## config.mk

```make
export PLATFORM = sky130hd
export DESIGN_NAME = sspc_serial_port
export DESIGN_NICKNAME = d
export VERILOG_FILES = /design/src/verilog/sspc_pkg.sv /design/src/verilog/sspc_serial_port.sv /design/src/verilog/sspc_sk_gen.sv
export SDC_FILE = /design/constraint.sdc
export NUM_CORES = 1
export LEC_CHECK = 0
export BUFFER_PORTS_ARGS = -buffer_cell sky130_fd_sc_hd__buf_2
export CAP_MARGIN = 20
export CELL_PAD_IN_SITES_DETAIL_PLACEMENT = 0
export CELL_PAD_IN_SITES_GLOBAL_PLACEMENT = 1
export CORE_MARGIN = 4
export CORE_UTILIZATION = 45
export CTS_CLUSTER_DIAMETER = 100
export DETAILED_ROUTE_END_ITERATION = 6
export HOLD_SLACK_MARGIN = 0.05
export PLACE_DENSITY = 0.78
export SETUP_SLACK_MARGIN = 0.1
export SKIP_CTS_REPAIR_TIMING = 1
export SLEW_MARGIN = 20
export SYNTH_ARGS = -nofsm -noshare
export SYNTH_HDL_FRONTEND = slang
export SYNTH_SLANG_ARGS = --single-unit
```

## constraint.sdc

```tcl
create_clock -name sys_clk -period 2.25 [get_ports sys_clk]
set_input_delay 0.1125 -clock sys_clk [delete_from_list [all_inputs] [get_ports sys_clk]]
set_output_delay 0.1125 -clock sys_clk [all_outputs]
set_load 0.02 [all_outputs]
```

## src/verilog/sspc_pkg.sv

```systemverilog
package sspc_pkg;
	// data-memory addresses of the port and serial registers
	localparam logic [7:0] ADDR_G_LATCH = 8'hd4;
	localparam logic [7:0] ADDR_G_DIR = 8'hd5;
	localparam logic [7:0] ADDR_G_PINS = 8'hd6;
	localparam logic [7:0] ADDR_SHIFT = 8'he9;
	localparam logic [7:0] ADDR_CTRL = 8'hee;
	localparam logic [7:0] ADDR_STATUS = 8'hef;
	// port g pin roles
	localparam int SO_BIT = 4;
	localparam int SK_BIT = 5;
	localparam int SI_BIT = 6;
	// idle polarity lives in the latch, phase select in the direction register
	localparam int POL_BIT = 5;
	localparam int PHASE_BIT = 6;
	// control and status fields
	localparam int RATE_LOW_BIT = 0;
	localparam int RATE_HIGH_BIT = 1;
	localparam int FUNC_SEL_BIT = 3;
	localparam int BUSY_BIT = 2;
	// reset values and the value read from unmapped addresses
	localparam logic [7:0] RESET_BYTE = 8'h00;
	localparam logic [7:0] UNMAPPED_READ = 8'h00;
	// bits per transfer and master half periods in instruction cycles
	localparam logic [3:0] BITS_PER_XFER = 4'h8;
	localparam logic [2:0] HALF_FAST = 3'h1;
	localparam logic [2:0] HALF_MID = 3'h2;
	localparam logic [2:0] HALF_SLOW = 3'h4;
endpackage

```

## src/verilog/sspc_serial_port.sv

```systemverilog
`timescale 1ns/1ps
module sspc_serial_port (
	// clock and reset
	input wire logic sys_clk,
	input wire logic rstn,
	// data-memory access
	input wire logic [7:0] memAddr,
	input wire logic memWrite,
	input wire logic [7:0] memWrData,
	input wire logic memRead,
	output logic [7:0] memRdData,
	// port g pins
	input wire logic [7:0] portIn,
	output logic [7:0] portOut,
	output logic [7:0] portOe,
	// status
	output logic busy
);
	logic [7:0] latchReg;
	logic [7:0] dirReg;
	logic [7:0] shiftReg;
	logic [7:0] ctrlReg;
	logic [7:0] statReg;
	logic [7:0] rdData;
	logic [7:0] pinMeta;
	logic [7:0] pinSync;
	logic skPrev;
	logic siLatch;
	logic soReg;
	logic pend;
	logic [3:0] bitCount;
	logic [7:0] next_latchReg;
	logic [7:0] next_dirReg;
	logic [7:0] next_shiftReg;
	logic [7:0] next_ctrlReg;
	logic [7:0] next_statReg;
	logic [7:0] next_rdData;
	logic next_siLatch;
	logic next_soReg;
	logic next_pend;
	logic [3:0] next_bitCount;
	logic idlePol;
	logic altPhase;
	logic funcSel;
	logic master;
	logic skInt;
	logic skLevel;
	logic riseEdge;
	logic fallEdge;
	logic driveOnRise;
	logic sampleEdge;
	logic driveEdge;
	logic [2:0] halfPeriod;
	logic wrBusy;

	function automatic logic hit(input logic [7:0] a, input logic [7:0] target);
		hit = memWrite && (a == target);
	endfunction

	assign idlePol = latchReg[sspc_pkg::POL_BIT];
	assign altPhase = dirReg[sspc_pkg::PHASE_BIT];
	assign funcSel = ctrlReg[sspc_pkg::FUNC_SEL_BIT];
	assign master = dirReg[sspc_pkg::SK_BIT];
	assign busy = statReg[sspc_pkg::BUSY_BIT];

	// master rate decode, the high bit overrides the low one
	always_comb
	begin
		if (ctrlReg[sspc_pkg::RATE_HIGH_BIT])
			halfPeriod = sspc_pkg::HALF_SLOW;
		else if (ctrlReg[sspc_pkg::RATE_LOW_BIT])
			halfPeriod = sspc_pkg::HALF_MID;
		else
			halfPeriod = sspc_pkg::HALF_FAST;
	end

	sspc_sk_gen #(
		.CNT_W(3)
	) u_sk_gen (
		.sys_clk(sys_clk),
		.rstn(rstn),
		.run(busy && master && funcSel),
		.idleLevel(idlePol),
		.halfPeriod(halfPeriod),
		.skOut(skInt)
	);

	// two-stage pin synchroniser; only the second stage is looked at
	always_ff @(posedge sys_clk or negedge rstn)
	begin
		if (!rstn)
		begin
			pinMeta <= sspc_pkg::RESET_BYTE;
			pinSync <= sspc_pkg::RESET_BYTE;
			skPrev <= 1'b0;
		end
		else
		begin
			pinMeta <= portIn;
			pinSync <= pinMeta;
			skPrev <= skLevel;
		end
	end

	// edges of whichever clock is in charge
	assign skLevel = master ? skInt : pinSync[sspc_pkg::SK_BIT];
	assign riseEdge = skLevel && !skPrev;
	assign fallEdge = !skLevel && skPrev;
	// drive edge flips with both polarity and phase select
	assign driveOnRise = altPhase ^ idlePol;
	assign driveEdge = busy && funcSel && (driveOnRise ? riseEdge : fallEdge);
	assign sampleEdge = busy && funcSel && (driveOnRise ? fallEdge : riseEdge);
	assign wrBusy = hit(memAddr, sspc_pkg::ADDR_STATUS);

	// register writes, read capture and the shift engine
	always_comb
	begin
		next_latchReg = latchReg;
		next_dirReg = dirReg;
		next_shiftReg = shiftReg;
		next_ctrlReg = ctrlReg;
		next_statReg = statReg;
		next_rdData = rdData;
		next_siLatch = siLatch;
		next_soReg = soReg;
		next_pend = pend;
		next_bitCount = bitCount;
		// the phase-leading drive mode has no drive behind its last sample
		if (sampleEdge)
		begin
			next_siLatch = pinSync[sspc_pkg::SI_BIT];
			next_pend = 1'b1;
			if (altPhase && bitCount == sspc_pkg::BITS_PER_XFER - 4'h1)
			begin
				next_shiftReg = {shiftReg[6:0], pinSync[sspc_pkg::SI_BIT]};
				next_bitCount = sspc_pkg::BITS_PER_XFER;
				next_statReg[sspc_pkg::BUSY_BIT] = 1'b0;
				next_pend = 1'b0;
			end
		end
		if (driveEdge && pend)
		begin
			next_shiftReg = {shiftReg[6:0], siLatch};
			next_soReg = shiftReg[6];
			next_bitCount = bitCount + 4'h1;
			next_pend = 1'b0;
			if (bitCount == sspc_pkg::BITS_PER_XFER - 4'h1)
				next_statReg[sspc_pkg::BUSY_BIT] = 1'b0;
		end
		if (hit(memAddr, sspc_pkg::ADDR_G_LATCH))
			next_latchReg = memWrData;
		if (hit(memAddr, sspc_pkg::ADDR_G_DIR))
			next_dirReg = memWrData;
		if (hit(memAddr, sspc_pkg::ADDR_CTRL))
			next_ctrlReg = memWrData;
		// loading mid-transfer is unsafe for the peer, so only idle loads touch the output
		if (hit(memAddr, sspc_pkg::ADDR_SHIFT))
		begin
			next_shiftReg = memWrData;
			if (!busy)
				next_soReg = memWrData[7];
		end
		// a start or an early stop by software wins over a hardware clear
		if (wrBusy)
		begin
			next_statReg = memWrData;
			if (memWrData[sspc_pkg::BUSY_BIT] && !busy)
			begin
				next_bitCount = 4'h0;
				next_pend = 1'b0;
				next_soReg = shiftReg[7];
			end
		end
		if (memRead)
		begin
			unique case (memAddr)
				sspc_pkg::ADDR_G_LATCH: next_rdData = latchReg;
				sspc_pkg::ADDR_G_DIR: next_rdData = dirReg;
				sspc_pkg::ADDR_G_PINS: next_rdData = pinSync;
				sspc_pkg::ADDR_SHIFT: next_rdData = shiftReg;
				sspc_pkg::ADDR_CTRL: next_rdData = ctrlReg;
				sspc_pkg::ADDR_STATUS: next_rdData = statReg;
				default: next_rdData = sspc_pkg::UNMAPPED_READ;
			endcase
		end
	end

	always_ff @(posedge sys_clk or negedge rstn)
	begin
		if (!rstn)
		begin
			latchReg <= sspc_pkg::RESET_BYTE;
			dirReg <= sspc_pkg::RESET_BYTE;
			shiftReg <= sspc_pkg::RESET_BYTE;
			ctrlReg <= sspc_pkg::RESET_BYTE;
			statReg <= sspc_pkg::RESET_BYTE;
			rdData <= sspc_pkg::RESET_BYTE;
			siLatch <= 1'b0;
			soReg <= 1'b0;
			pend <= 1'b0;
			bitCount <= 4'h0;
		end
		else
		begin
			latchReg <= next_latchReg;
			dirReg <= next_dirReg;
			shiftReg <= next_shiftReg;
			ctrlReg <= next_ctrlReg;
			statReg <= next_statReg;
			rdData <= next_rdData;
			siLatch <= next_siLatch;
			soReg <= next_soReg;
			pend <= next_pend;
			bitCount <= next_bitCount;
		end
	end

	assign memRdData = rdData;

	// pin muxing: serial functions only while selected, input pin never driven then
	always_comb
	begin
		portOut = latchReg;
		portOe = dirReg;
		if (funcSel)
		begin
			portOut[sspc_pkg::SO_BIT] = soReg;
			portOut[sspc_pkg::SK_BIT] = skInt;
			portOe[sspc_pkg::SI_BIT] = 1'b0;
		end
	end
endmodule

```

## src/verilog/sspc_sk_gen.sv

```systemverilog
`timescale 1ns/1ps
module sspc_sk_gen #(
	parameter int CNT_W = 3
) (
	// clock and reset
	input wire logic sys_clk,
	input wire logic rstn,
	// control
	input wire logic run,
	input wire logic idleLevel,
	input wire logic [CNT_W-1:0] halfPeriod,
	// generated shift clock
	output logic skOut
);
	logic [CNT_W-1:0] count;
	logic [CNT_W-1:0] next_count;
	logic level;
	logic next_level;

	// the slowest rate needs a half period of four, so three bits at least
	if (CNT_W < 3)
	begin
		$error("sspc_sk_gen: counter too narrow for the slowest rate");
	end

	// toggle once per half period while running, park at idle otherwise
	always_comb
	begin
		next_count = count;
		next_level = level;
		if (!run)
		begin
			next_count = '0;
			next_level = idleLevel;
		end
		else if (count + 1'b1 >= halfPeriod)
		begin
			next_count = '0;
			next_level = ~level;
		end
		else
			next_count = count + 1'b1;
	end

	always_ff @(posedge sys_clk or negedge rstn)
	begin
		if (!rstn)
		begin
			count <= '0;
			level <= 1'b0;
		end
		else
		begin
			count <= next_count;
			level <= next_level;
		end
	end

	assign skOut = run ? level : idleLevel;
endmodule

```

==> metrics.md, run 1 <==
| Metric | Value |
|---|---|
| Status | finished, final reports clean |
| Worst EP required | 2.47 ns |
| Dpl hpwl | 6210 um |
| CTS Buf Count | 9 |
| Worst min path class | input pin to register |
| Die height | 99.0 um |
| Worst-path maximum fanout | 8 |
| Std-Cell Core Area | 7890 um2 |
| Max Fclk | 492 MHz |
| ANT nets after route | 0 |
| M1 GR Usage | 27.1% |
| Sequential share of the synthesized area | 51.0% |
| Setup Skew | 0.00657 ns |
| EDFF count, synth | 0 |
| Critical path endpoint | shiftReg[1] |
| Share of layout cells above drive strength 1 | 32.5% |
| Final-report hold violation count | 0 |
| Drt pass-1 iters | 4 |
| Remaining Overflow, GRT | 0 |
| Rel. slew slack | a little over a third |
| Post-synthesis net count | 362 |
| CP Capture Type | register |
| Final Core Density | between 50% and 60% |
| Cell Area, Synth | 3730 um2 |
| WL final | 8720 um |
| Worst slew pin tran | 0.967 ns |
| Vias per inst | 5.44 |
| Latest clock arrival within the worst-skew pair | 0.34 ns |
| Leakage | a little over 2 nW |
| CTS tree | yes |
| CP top delay family | compound AO/OA/AOI/OAI gates |
| Pwr dens | around 700 nW/um2 |
| Drt wl/cell | 17.6 um |
| Worst Setup SP | statReg[2] |
| Async SR Flop Fraction | 100% |
| Full die area | 9800 um2 |
| DR iter-0 viols | 145 |
| Io pins | 53 |
| Unrepaired setup endpoints after global routing | no |
| Tcrit/Tclk final | roughly 90% |
| Critical Path Slowest Stage Cell | dfrtp_1 |
| Hold Crit Start | memWrData[5] |
| Synth cell types | 51 |
| Logic depth of the worst setup path including buffers | 6 |
| Total track usage | 18.3% |
| Clock sinks | 76 |
| Area after DPL | 4040 um2 |
| Diodes inserted | 0 |
| Top_reg_cell synth | dfrtp_1 |
| Crit path buffers/inverters | 0 |
| Total negative setup slack | 0 ns |
| Worst r2r dst | shiftReg[1] |
| Data arrival time of the worst path | between 2 and 2.5 ns |
| WS Path Type | register to register |
| Post-route cell area | roughly 4400 um2 |
| Grt peak-use layer | met2 |
| Vias post-DR | between 2000 and 3000 |
| Final setup fails | 0 |
| Initial antenna violation count | 0 |
| R2R Setup Slk | 0.22 ns |
| FF-to-FF Start | statReg[2] |
| Clock-pin slew on the worst setup and hold paths | 0.08 ns |
| DRC violations left | 0 |
| Peak VDD IR | 0.385 mV |
| Layout Nets | 422 |
| Slew Limit Fails | 0 |
| Tot Pwr | 0.00317 W |
| CTS max path bufs | 2 |
| Max-cap viol count | 0 |
| CTS root buf | clkbuf_8 |
| Vias in the first global route | 2575 |
| Area delta synth->final | 17.8% |
| Element type at the critical path start | register |
| Reg2Reg Depth | 6 |
| CP cell instances | a21bo_1 -> a31o_4 -> o32a_4 -> o21bai_4 -> mux2i_1 -> a21oi_1 |
| Post-synthesis cell count | between 300 and 400 |
| CTS H-tree depth | 3 |
| Die X | 99.0 um |
| Rows | 32 |
| Starting Density | 47.3% |
| Tmin final | 2.03 ns |
| First-pass GRT wire length | 13900 um |
| Post-synthesis register bit count | 76 |
| Gpl congestion | around 0.82 |
| M2 GR Usage | 27.5% |
| Largest net degree at the start of global routing | 77 |
| Critical Path Max Stage Delay | 0.42 ns |
| GRT met3 Usage | 2.97% |
| Worst hold margin | around 0.07 ns |
| Syn Area/Cell | 11.3 um2 |
| Synth warnings | 0 |
| Port-buffer cells | between 50 and 60 |
==> power by group <==
group	switching [W]	internal, W	leakage (nW)
sequential	0.0000482	0.00143	0.936
clock	0.000517	0.000852	0.127
combinational	0.000181	0.000135	0.994
==> sequential cells by signal, summed over array words and instances, names as in the netlist, 4 cells and up <==
| register | flops |
|---|---|
| ctrlReg | 8 |
| dirReg | 8 |
| latchReg | 8 |
| memRdData | 8 |
| pinMeta | 8 |
| pinSync | 8 |
| shiftReg | 8 |
| statReg | 8 |
| bitCount | 4 |
==> worst min-delay path by stage <==
| stage | to | slack (ns) | cells after the start |
|---|---|---|---|
| global placement | pinMeta[2] | 0.22 | 1 |
| CTS | pinMeta[1] | -0.14 | 1 |
| detailed placement | pinMeta[5] | 0.22 | 1 |
| global route | statReg[5] | 0.06 | 3 |
| finish | statReg[5] | 0.07 | 3 |
| floorplan | bitCount[0] | -0.18 | 0 |
==> cell families (layout without fill, tap and decap cells) <==
group                      after synthesis  count (layout)  share of synthesized area [%]
and+or+nand+nor                         90              90                           12.7
DFF                                     76              76                           51.0
AOI/OAI and AO/OA                       62              62                           11.1
muxes                                   54              54                           15.6
buffers and inverters                   35             100                           6.31
xor gates and xnor gates                 7               7                           1.64
adders and majority gates                5               5                           1.68
==> metal layers <==
layer,share of wire [%],wire [um]
met3,4.9,428
met1,47,4120
met2,47,4110
met4,0.78,68
met5,0,0
==> metrics by stage <==
step,setup slack (ns),cells
global route,0.103,496
global placement,0.265,471
floorplan,0.117,329
CTS,0.211,487
detailed placement,0.216,471
finish,0.217,496
==> Yosys cell counts, types with 2 or more instances <==
library cell	number	share of area (%)
nand2_1	11	1.1
nand3_1	13	1.7
nor3_1	8	1.1
ha_1	5	1.7
clkbuf_1	9	0.91
mux2_2	33	10
dfrtp_1	76	51
buf_6	2	0.60
buf_4	14	2.8
a22oi_1	3	0.60
a21oi_1	33	4.4
clkbuf_8	3	1.1
and3_1	2	0.34
inv_1	5	0.50
nor2_1	34	3.4
xor2_1	3	0.71
nor3b_1	2	0.40
a22o_1	2	0.47
o22ai_1	6	1.0
nand4_1	3	0.50
nand3b_1	3	0.60
o21ai_0	4	0.54
nor2b_1	4	0.67
xnor2_1	4	0.94
mux2i_1	21	5.6
==> layout make-up <==
| class | instances | area, um2 |
|---|---|---|
| clock buffer | 10 | 128 |
| clock inverter | 6 | 136 |
| fill | 688 | 3500 |
| inverter | 5 | 18.8 |
| multi-input combinational | 218 | 1590 |
| sequential | 76 | 1900 |
| tap | 102 | 128 |
| timing repair buffer | 79 | 488 |
==> tightest hold or removal path: cells and delay by family <==
kind / cells / cell delay, ns
buffers and inverters: 1 / 0.15
AND/OR/NAND/NOR: 2 / 0.12
==> placed cells by master, fill, tap and decap left out, drive strengths merged, types with 5 or more instances in the layout <==
cell type and count:
ha 5, clkbuf 10, a21oi 33, mux2i 21
dlygate4sd3 9, nor2 35, nand2 11, o22ai 6
dfrtp 76, mux2 33, inv 5, buf 70
nor3 9, nand3 13, o21ai 5
No activity file was read; power rests on OpenSTA's default activity.
==> run 2, diff against run 1 <==
--- a/config.mk
+++ b/config.mk
@@ -5,12 +5,14 @@
 export SDC_FILE = /design/constraint.sdc
 export NUM_CORES = 1
 export LEC_CHECK = 0
+export ABC_AREA = 1
 export BUFFER_PORTS_ARGS = -buffer_cell sky130_fd_sc_hd__buf_2
 export CAP_MARGIN = 20
 export CELL_PAD_IN_SITES_DETAIL_PLACEMENT = 0
 export CELL_PAD_IN_SITES_GLOBAL_PLACEMENT = 1
 export CORE_MARGIN = 4
-export CORE_UTILIZATION = 45
+export CORE_UTILIZATION = 43
+export CTS_BUF_LIST = sky130_fd_sc_hd__clkbuf_16
 export CTS_CLUSTER_DIAMETER = 100
 export DETAILED_ROUTE_END_ITERATION = 6
 export HOLD_SLACK_MARGIN = 0.05
==> run 2 against run 1 <==
  * Synthesized cell count increased by 30%
  * Fmax is 12% higher
  * Non-clock buffer count fell by 7
  * Synthesized area fell by 0.34%
==> metrics.md, run 2 <==
| Metric | Value |
|---|---|
| Post-synthesis net count | 460 |
| Pwr dens | around 700 nW/um2 |
| Filler instances | 779 |
| Reg area | 1900 um2 |
| Top cell types by occurrence after synthesis | nand2_1 (97), dfrtp_1 (76), inv_1 (52), o21ai_0 (51), nand3_1 (35) |
| Die X | 101 um |
| Vias post-DR | 2962 |
| Io pins | between 50 and 60 |
| CTS tree | yes |
| Die height | 101 um |
| Area delta synth->final | 18.7% |
| Synth top area share | 51.2% |
| Post-synthesis register bit count | between 70 and 80 |
| Synth warnings | 0 |
| Largest net degree at the start of global routing | 41 |
| CTS max path bufs | 2 |
| Top_reg_cell synth | dfrtp_1 |
| Most common cell after layout, fill and taps aside | nand2_1 |
| Dominant cells by area after synthesis | dfrtp_1 (51%), nand2_1 (9.8%), o21ai_0 (6.9%), inv_1 (5.3%), nand3_1 (4.7%) |
| Most frequent cells in the layout | nand2_1 (97), dfrtp_1 (76), inv_1 (53), o21ai_0 (51), buf_2 (51) |
| DRC violations left | 0 |
| Post-synthesis cell count | 427 |
| Slew Limit Fails | 0 |
| Multi-input gate area | around 1400 um2 |
| Rows | 33 |
| Max-cap viol count | 0 |
| Drt wl/cell | 15.4 um |
| First-pass GRT wire length | around 15000 um |
| Synth area leader | dfrtp_1 |
| Post-route cell area | 4410 um2 |
| Layout Nets | 519 |
| Total negative setup slack | 0 ns |
| Std-Cell Core Area | 8300 um2 |
| Diodes inserted | 0 |
| R2R Setup Slk | about 0.44 ns |
| Area after DPL | 4030 um2 |
| CP Capture Type | register |
| Post-route setup slack | between 0.4 and 0.5 ns |
| Vias in the first global route | 2925 |
| Full die area | 10200 um2 |
| CTS Buf Count | 9 |
| Final setup fails | 0 |
| FF-to-FF Start | ctrlReg[3] |
| Share of layout cells above drive strength 1 | 21.4% |
| Max Fclk | 551 MHz |
| Rel. slew slack | 59.4% |
| Clock sinks | 76 |
| Tcrit/Tclk final | 80.6% |
| Latest clock arrival within the worst-skew pair | 0.33 ns |
| Hold Crit Start | memRead |
| Hold endpoint | memRdData[0] |
| WL final | between 9000 and 10000 um |
| Synth cell types | 37 |
| Async SR Flop Fraction | 100% |
| EDFF count, synth | 0 |
| Vias per inst | 4.97 |
| Worst-path maximum fanout | 14 |
| Port-buffer cells | 52 |
| Cell Area, Synth | 3710 um2 |
| Worst slew pin tran | 0.608 ns |
| Leakage | 2.19 nW |
| Worst r2r dst | shiftReg[1] |
| Hold Path Depth | 3 |
| DR iter-0 viols | 204 |
| Initial antenna violation count | 0 |
| Status | finished, final reports clean |
| Worst EP required | 2.47 ns |
| Worst min path class | input pin to register |
| Clock-pin slew on the worst setup and hold paths | 0.06 ns |
| Remaining Overflow, GRT | 0 |
| Dpl hpwl | 6750 um |
| WS Path Type | register to register |
| Sequential share of the synthesized area | 51.2% |
| ANT nets after route | 0 |
| Most frequent cell after synthesis | nand2_1 |
| Unrepaired setup endpoints after global routing | no |
| Data arrival time of the worst path | 2.03 ns |
| Peak VDD IR | 0.387 mV |
| Gpl congestion | 0.841 |
| Reg2Reg Depth | 9 |
| CTS H-tree depth | 3 |
| Final-report hold violation count | 0 |
| Starting Density | 44.8% |
| Total track usage | 19.3% |
| CTS root buf | clkbuf_16 |
| Tmin final | 1.81 ns |
| Setup Skew | between 0.009 and 0.01 ns |
| Drt pass-1 iters | 5 |
| Syn Area/Cell | 8.70 um2 |
| Pre-CTS WS | approximately 0.46 ns |
| Element type at the critical path start | register |
==> run 2: cell count changes in the layout (fill, tap and decap cells not counted), sizes merged, moves of 21 or more <==
cell	change
nand3	+25
a21oi	-28
inv	+51
mux2	-33
mux2i	-21
o21ai	+56
nand2	+92
==> run 2: power breakdown <==
part           internal (W)  total, W  leakage [nW]  switching (W)
Sequential          0.00144   0.00148         0.932      0.0000446
Combinational      0.000105  0.000288          1.12       0.000183
Clock              0.000752   0.00134         0.130       0.000585
Total               0.00230   0.00311          2.19       0.000812
==> run 2: layout make-up <==
| cell class | count | share of cell area [%] |
|---|---|---|
| flip-flops and latches | 76 | 43.1 |
| multi-input cells | 274 | 32.8 |
| repair buffers | 72 | 10.2 |
| clock buffers | 9 | 5.11 |
| inverters | 53 | 4.51 |
| well taps | 105 | 2.98 |
| clock inverters | 7 | 1.19 |
==> run 2: cells by family after synthesis <==
group           share of synthesized area (%)
flops                                    51.2
buf+inv                                  9.83
simple gates                             23.6
xor+xnor                                0.943
compound gates                           12.7
fa+ha+maj                                1.68
==> run 2: worst max-delay path, stage by stage (launching register included) <==
cell and delay [ns]:
dfrtp_1 0.51, nand3_1 0.18, nand2_1 0.14, nand3_1 0.13
nand4_2 0.12, nand2_4 0.08, nand2_4 0.14, nand3_4 0.21
nand2_1 0.14, o21ai_2 0.05
==> run 2: stage by stage <==
step | utilization (%) | cells | total power, W | hold WS [ns]
finish | 53.1 | 596 | 0.00311 | 0.0498
global route | 53.1 | 596 | 0.00326 | 0.0560
CTS | 51.9 | 586 | 0.00314 | -0.224
detailed placement | 48.6 | 570 | 0.00179 | 0.128
global placement | 48.6 | 570 | 0.00178 | 0.128
floorplan | - | 427 | 0.00167 | -0.183
==> run 2: worst max path at each step <==
stage	slack [ns]	cells after the start	startpoint	to
after floorplan	0.60	9	statReg[2]	bitCount[3]
after global placement	0.54	9	ctrlReg[3]	shiftReg[6]
after detailed placement	0.46	9	ctrlReg[3]	shiftReg[1]
after CTS	0.44	9	ctrlReg[3]	shiftReg[1]
after global routing	0.26	9	ctrlReg[3]	shiftReg[7]
final	0.44	9	ctrlReg[3]	shiftReg[1]
==> run 2: routing by layer <==
layer  global-route usage, %  vias up  wire length, um
li1                        -     1499                -
met1                    26.8     1377             4410
met2                    29.8       74             4100
met3                    5.47       12              468
met4                    5.11        0              178
met5                       0        -                0
==> run 3, diff against run 2 <==
--- a/config.mk
+++ b/config.mk
@@ -11,12 +11,12 @@
 export CELL_PAD_IN_SITES_DETAIL_PLACEMENT = 0
 export CELL_PAD_IN_SITES_GLOBAL_PLACEMENT = 1
 export CORE_MARGIN = 4
-export CORE_UTILIZATION = 43
+export CORE_UTILIZATION = 39
 export CTS_BUF_LIST = sky130_fd_sc_hd__clkbuf_16
 export CTS_CLUSTER_DIAMETER = 100
 export DETAILED_ROUTE_END_ITERATION = 6
 export HOLD_SLACK_MARGIN = 0.05
-export PLACE_DENSITY = 0.78
+export PLACE_DENSITY = 0.75
 export SETUP_SLACK_MARGIN = 0.1
 export SKIP_CTS_REPAIR_TIMING = 1
 export SLEW_MARGIN = 20
==> constraint.sdc (replaced) <==
create_clock -name sys_clk -period 1.55 [get_ports sys_clk]
set_input_delay 0.0775 -clock sys_clk [delete_from_list [all_inputs] [get_ports sys_clk]]
set_output_delay 0.0775 -clock sys_clk [all_outputs]
set_load 0.02 [all_outputs]
==> run 3 against run 2 <==
  * The flow now finishes with violations (setup timing)
  * Total power increased by 52%
  * Worst setup slack worse by 0.46 ns
  * Fmax grew 15%
  * Worst hold slack got worse by 0.012 ns
  * Cell count rose by 11%
  * Sequential cell count stayed put
  * Cell area grew 14%
  * Clock skew is 0.0041 ns lower
  * Combinational power increased by 84%
  * Die area is 9.4% higher
  * Sequential power increased by 46%
  * First-iteration DRC count fell by 16%
  * Critical path type unchanged
  * Largest power group unchanged
==> metrics.md, run 3 (same netlist as run 2, synthesis figures left out) <==
| Metric | Value |
|---|---|
| Slew Limit Fails | 0 |
| Worst Setup SP | latchReg[5] |
| Total negative setup slack | -0.124 ns |
| Worst min path class | input pin to register |
| Drt pass-1 iters | 4 |
| Std-Cell Core Area | between 9000 and 10000 um2 |
| DRC violations left | 0 |
| Hold Crit Start | memWrData[5] |
| Max-cap viol count | 0 |
| Vias post-DR | around 3200 |
| Vias per inst | slightly below 5 |
| Worst-path maximum fanout | 7 |
| Final-report hold violation count | 0 |
| Most frequent cells in the layout | nand2_1 (84), dfrtp_1 (73), buf_2 (49), inv_1 (48), o21ai_0 (47) |
| CTS max path bufs | 2 |
| CTS Buf Count | 9 |
| Filler instances | 843 |
| Diodes inserted | 0 |
| Clock sinks | 76 |
| Data arrival time of the worst path | 1.80 ns |
| CTS tree | yes |
| Status | complete, but fails checks |
| Rel. slew slack | about 70% |
| First-pass GRT wire length | 15800 um |
| Io pins | 53 |
| Peak VDD IR | 0.572 mV |
| Final Core Density | 54.5% |
| FF-to-FF Start | latchReg[5] |
| Setup Skew | 0.00536 ns |
| Post-route setup slack | -0.0216 ns |
| Remaining Overflow, GRT | 0 |
| ANT nets after route | 0 |
| Tmin final | 1.57 ns |
| Initial antenna violation count | 0 |
| Worst slew pin tran | 0.448 ns |
| Vias in the first global route | 3032 |
| Total track usage | 18.2% |
| WL final | 10000 um |
| Starting Density | 40.2% |
| Full die area | 11200 um2 |
| Latest clock arrival within the worst-skew pair | 0.33 ns |
| Leakage | 2.42 nW |
| Share of layout cells above drive strength 1 | between 30% and 40% |
| Final setup fails | 10 |
| Max Fclk | 636 MHz |
| Tcrit/Tclk final | 101% |
| Unrepaired setup endpoints after global routing | yes |
| CTS H-tree depth | 3 |
| WS Path Type | register to register |
| Die height | 106 um |
| Dpl hpwl | between 7000 and 8000 um |
| Gpl congestion | 0.886 |
| Worst EP required | 1.77 ns |
| CP Capture Type | register |
| Die X | 106 um |
| Clock-pin slew on the worst setup and hold paths | 0.06 ns |
| Rows | 35 |
| DR iter-0 viols | about 170 |
| Pwr dens | between 900 and 1000 nW/um2 |
| Port-buffer cells | 52 |
| Layout Nets | about 560 |
| Largest net degree at the start of global routing | 31 |
| Tot Pwr | 0.00472 W |
| CTS root buf | clkbuf_16 |
| Most common cell after layout, fill and taps aside | nand2_1 |
| Area delta synth->final | 35.7% |
| Drt wl/cell | 15.1 um |
| Violated checks | setup timing |
| Element type at the critical path start | register |
==> run 3: cell count changes in the layout (fill, tap and decap cells not counted), moves of 5 or more <==
cell / before / now
inv_2: 1 / 6
buf_6: 0 / 8
nand2_2: 4 / 13
inv_1: 53 / 48
nand2_1: 97 / 84
nor2_1: 15 / 9
nor2_2: 5 / 11
nand3_1: 35 / 30
buf_4: 10 / 43
==> run 3: area by class of cell <==
class                      instances  area, um2  share of cell area, %
clock buffer                       9        225                   4.47
timing repair buffer             114        808                   16.0
clock inverter                     7       58.8                   1.17
inverter                          53        199                   3.95
multi-input combinational        275       1680                   33.4
sequential                        76       1910                   37.8
tap                              129        161                   3.20
==> run 3: metal layers <==
metal  up-vias  part of all wire [%]  GRT usage, %
met5         -                     0             0
met1      1572                    46          26.0
li1       1589                     -             -
met2        66                    49          28.2
met3        12                   3.6          2.82
met4         0                   1.7          6.48
==> run 3: path summary, 6_finish.rpt <==
| kind | endpoint | slack (ns) | depth (start not counted) |
|---|---|---|---|
| worst max-delay path | shiftReg[0] | -0.02 | 10 |
| worst min-delay path | latchReg[5] | 0.04 | 3 |
| worst max register to register | shiftReg[0] | -0.02 | 10 |
| worst min register to register | pinSync[4] | 0.35 | 0 |
| max in group asynchronous | statReg[2] | 0.87 | 3 |
| min in group asynchronous | pinMeta[1] | 0.15 | 2 |
==> run 3: critical path, cell delays in order (launching register included) <==
cell	delay, ns
dfrtp_1	0.42
xor2_2	0.26
buf_4	0.16
nand4_4	0.07
nand2_4	0.12
nand2_8	0.08
buf_6	0.14
nand2_2	0.04
nand2_1	0.05
nand3_1	0.07
nand2_1	0.05
==> run 3: metrics by stage <==
| step | hold slack (ns) | setup slack, ns | area [um2] | std cells |
|---|---|---|---|---|
| finish | 0.0382 | -0.0216 | 5040 | 663 |
| global route | 0.0724 | -0.131 | 5040 | 663 |
| floorplan | -0.218 | 0.00192 | 3770 | 427 |
| CTS | -0.398 | -0.108 | 4610 | 638 |
| detailed placement | -0.0430 | -0.106 | 4320 | 622 |
| global placement | -0.0442 | -0.0478 | 4320 | 622 |
==> run 3: report_power, final <==
group / total [W] / internal [W] / switching [W] / leakage (nW)
sequential: 0.00216 / 0.00209 / 0.0000656 / 0.927
combinational: 0.000531 / 0.000218 / 0.000312 / 1.35
clock: 0.00203 / 0.00122 / 0.000807 / 0.141
total: 0.00472 / 0.00353 / 0.00119 / 2.42
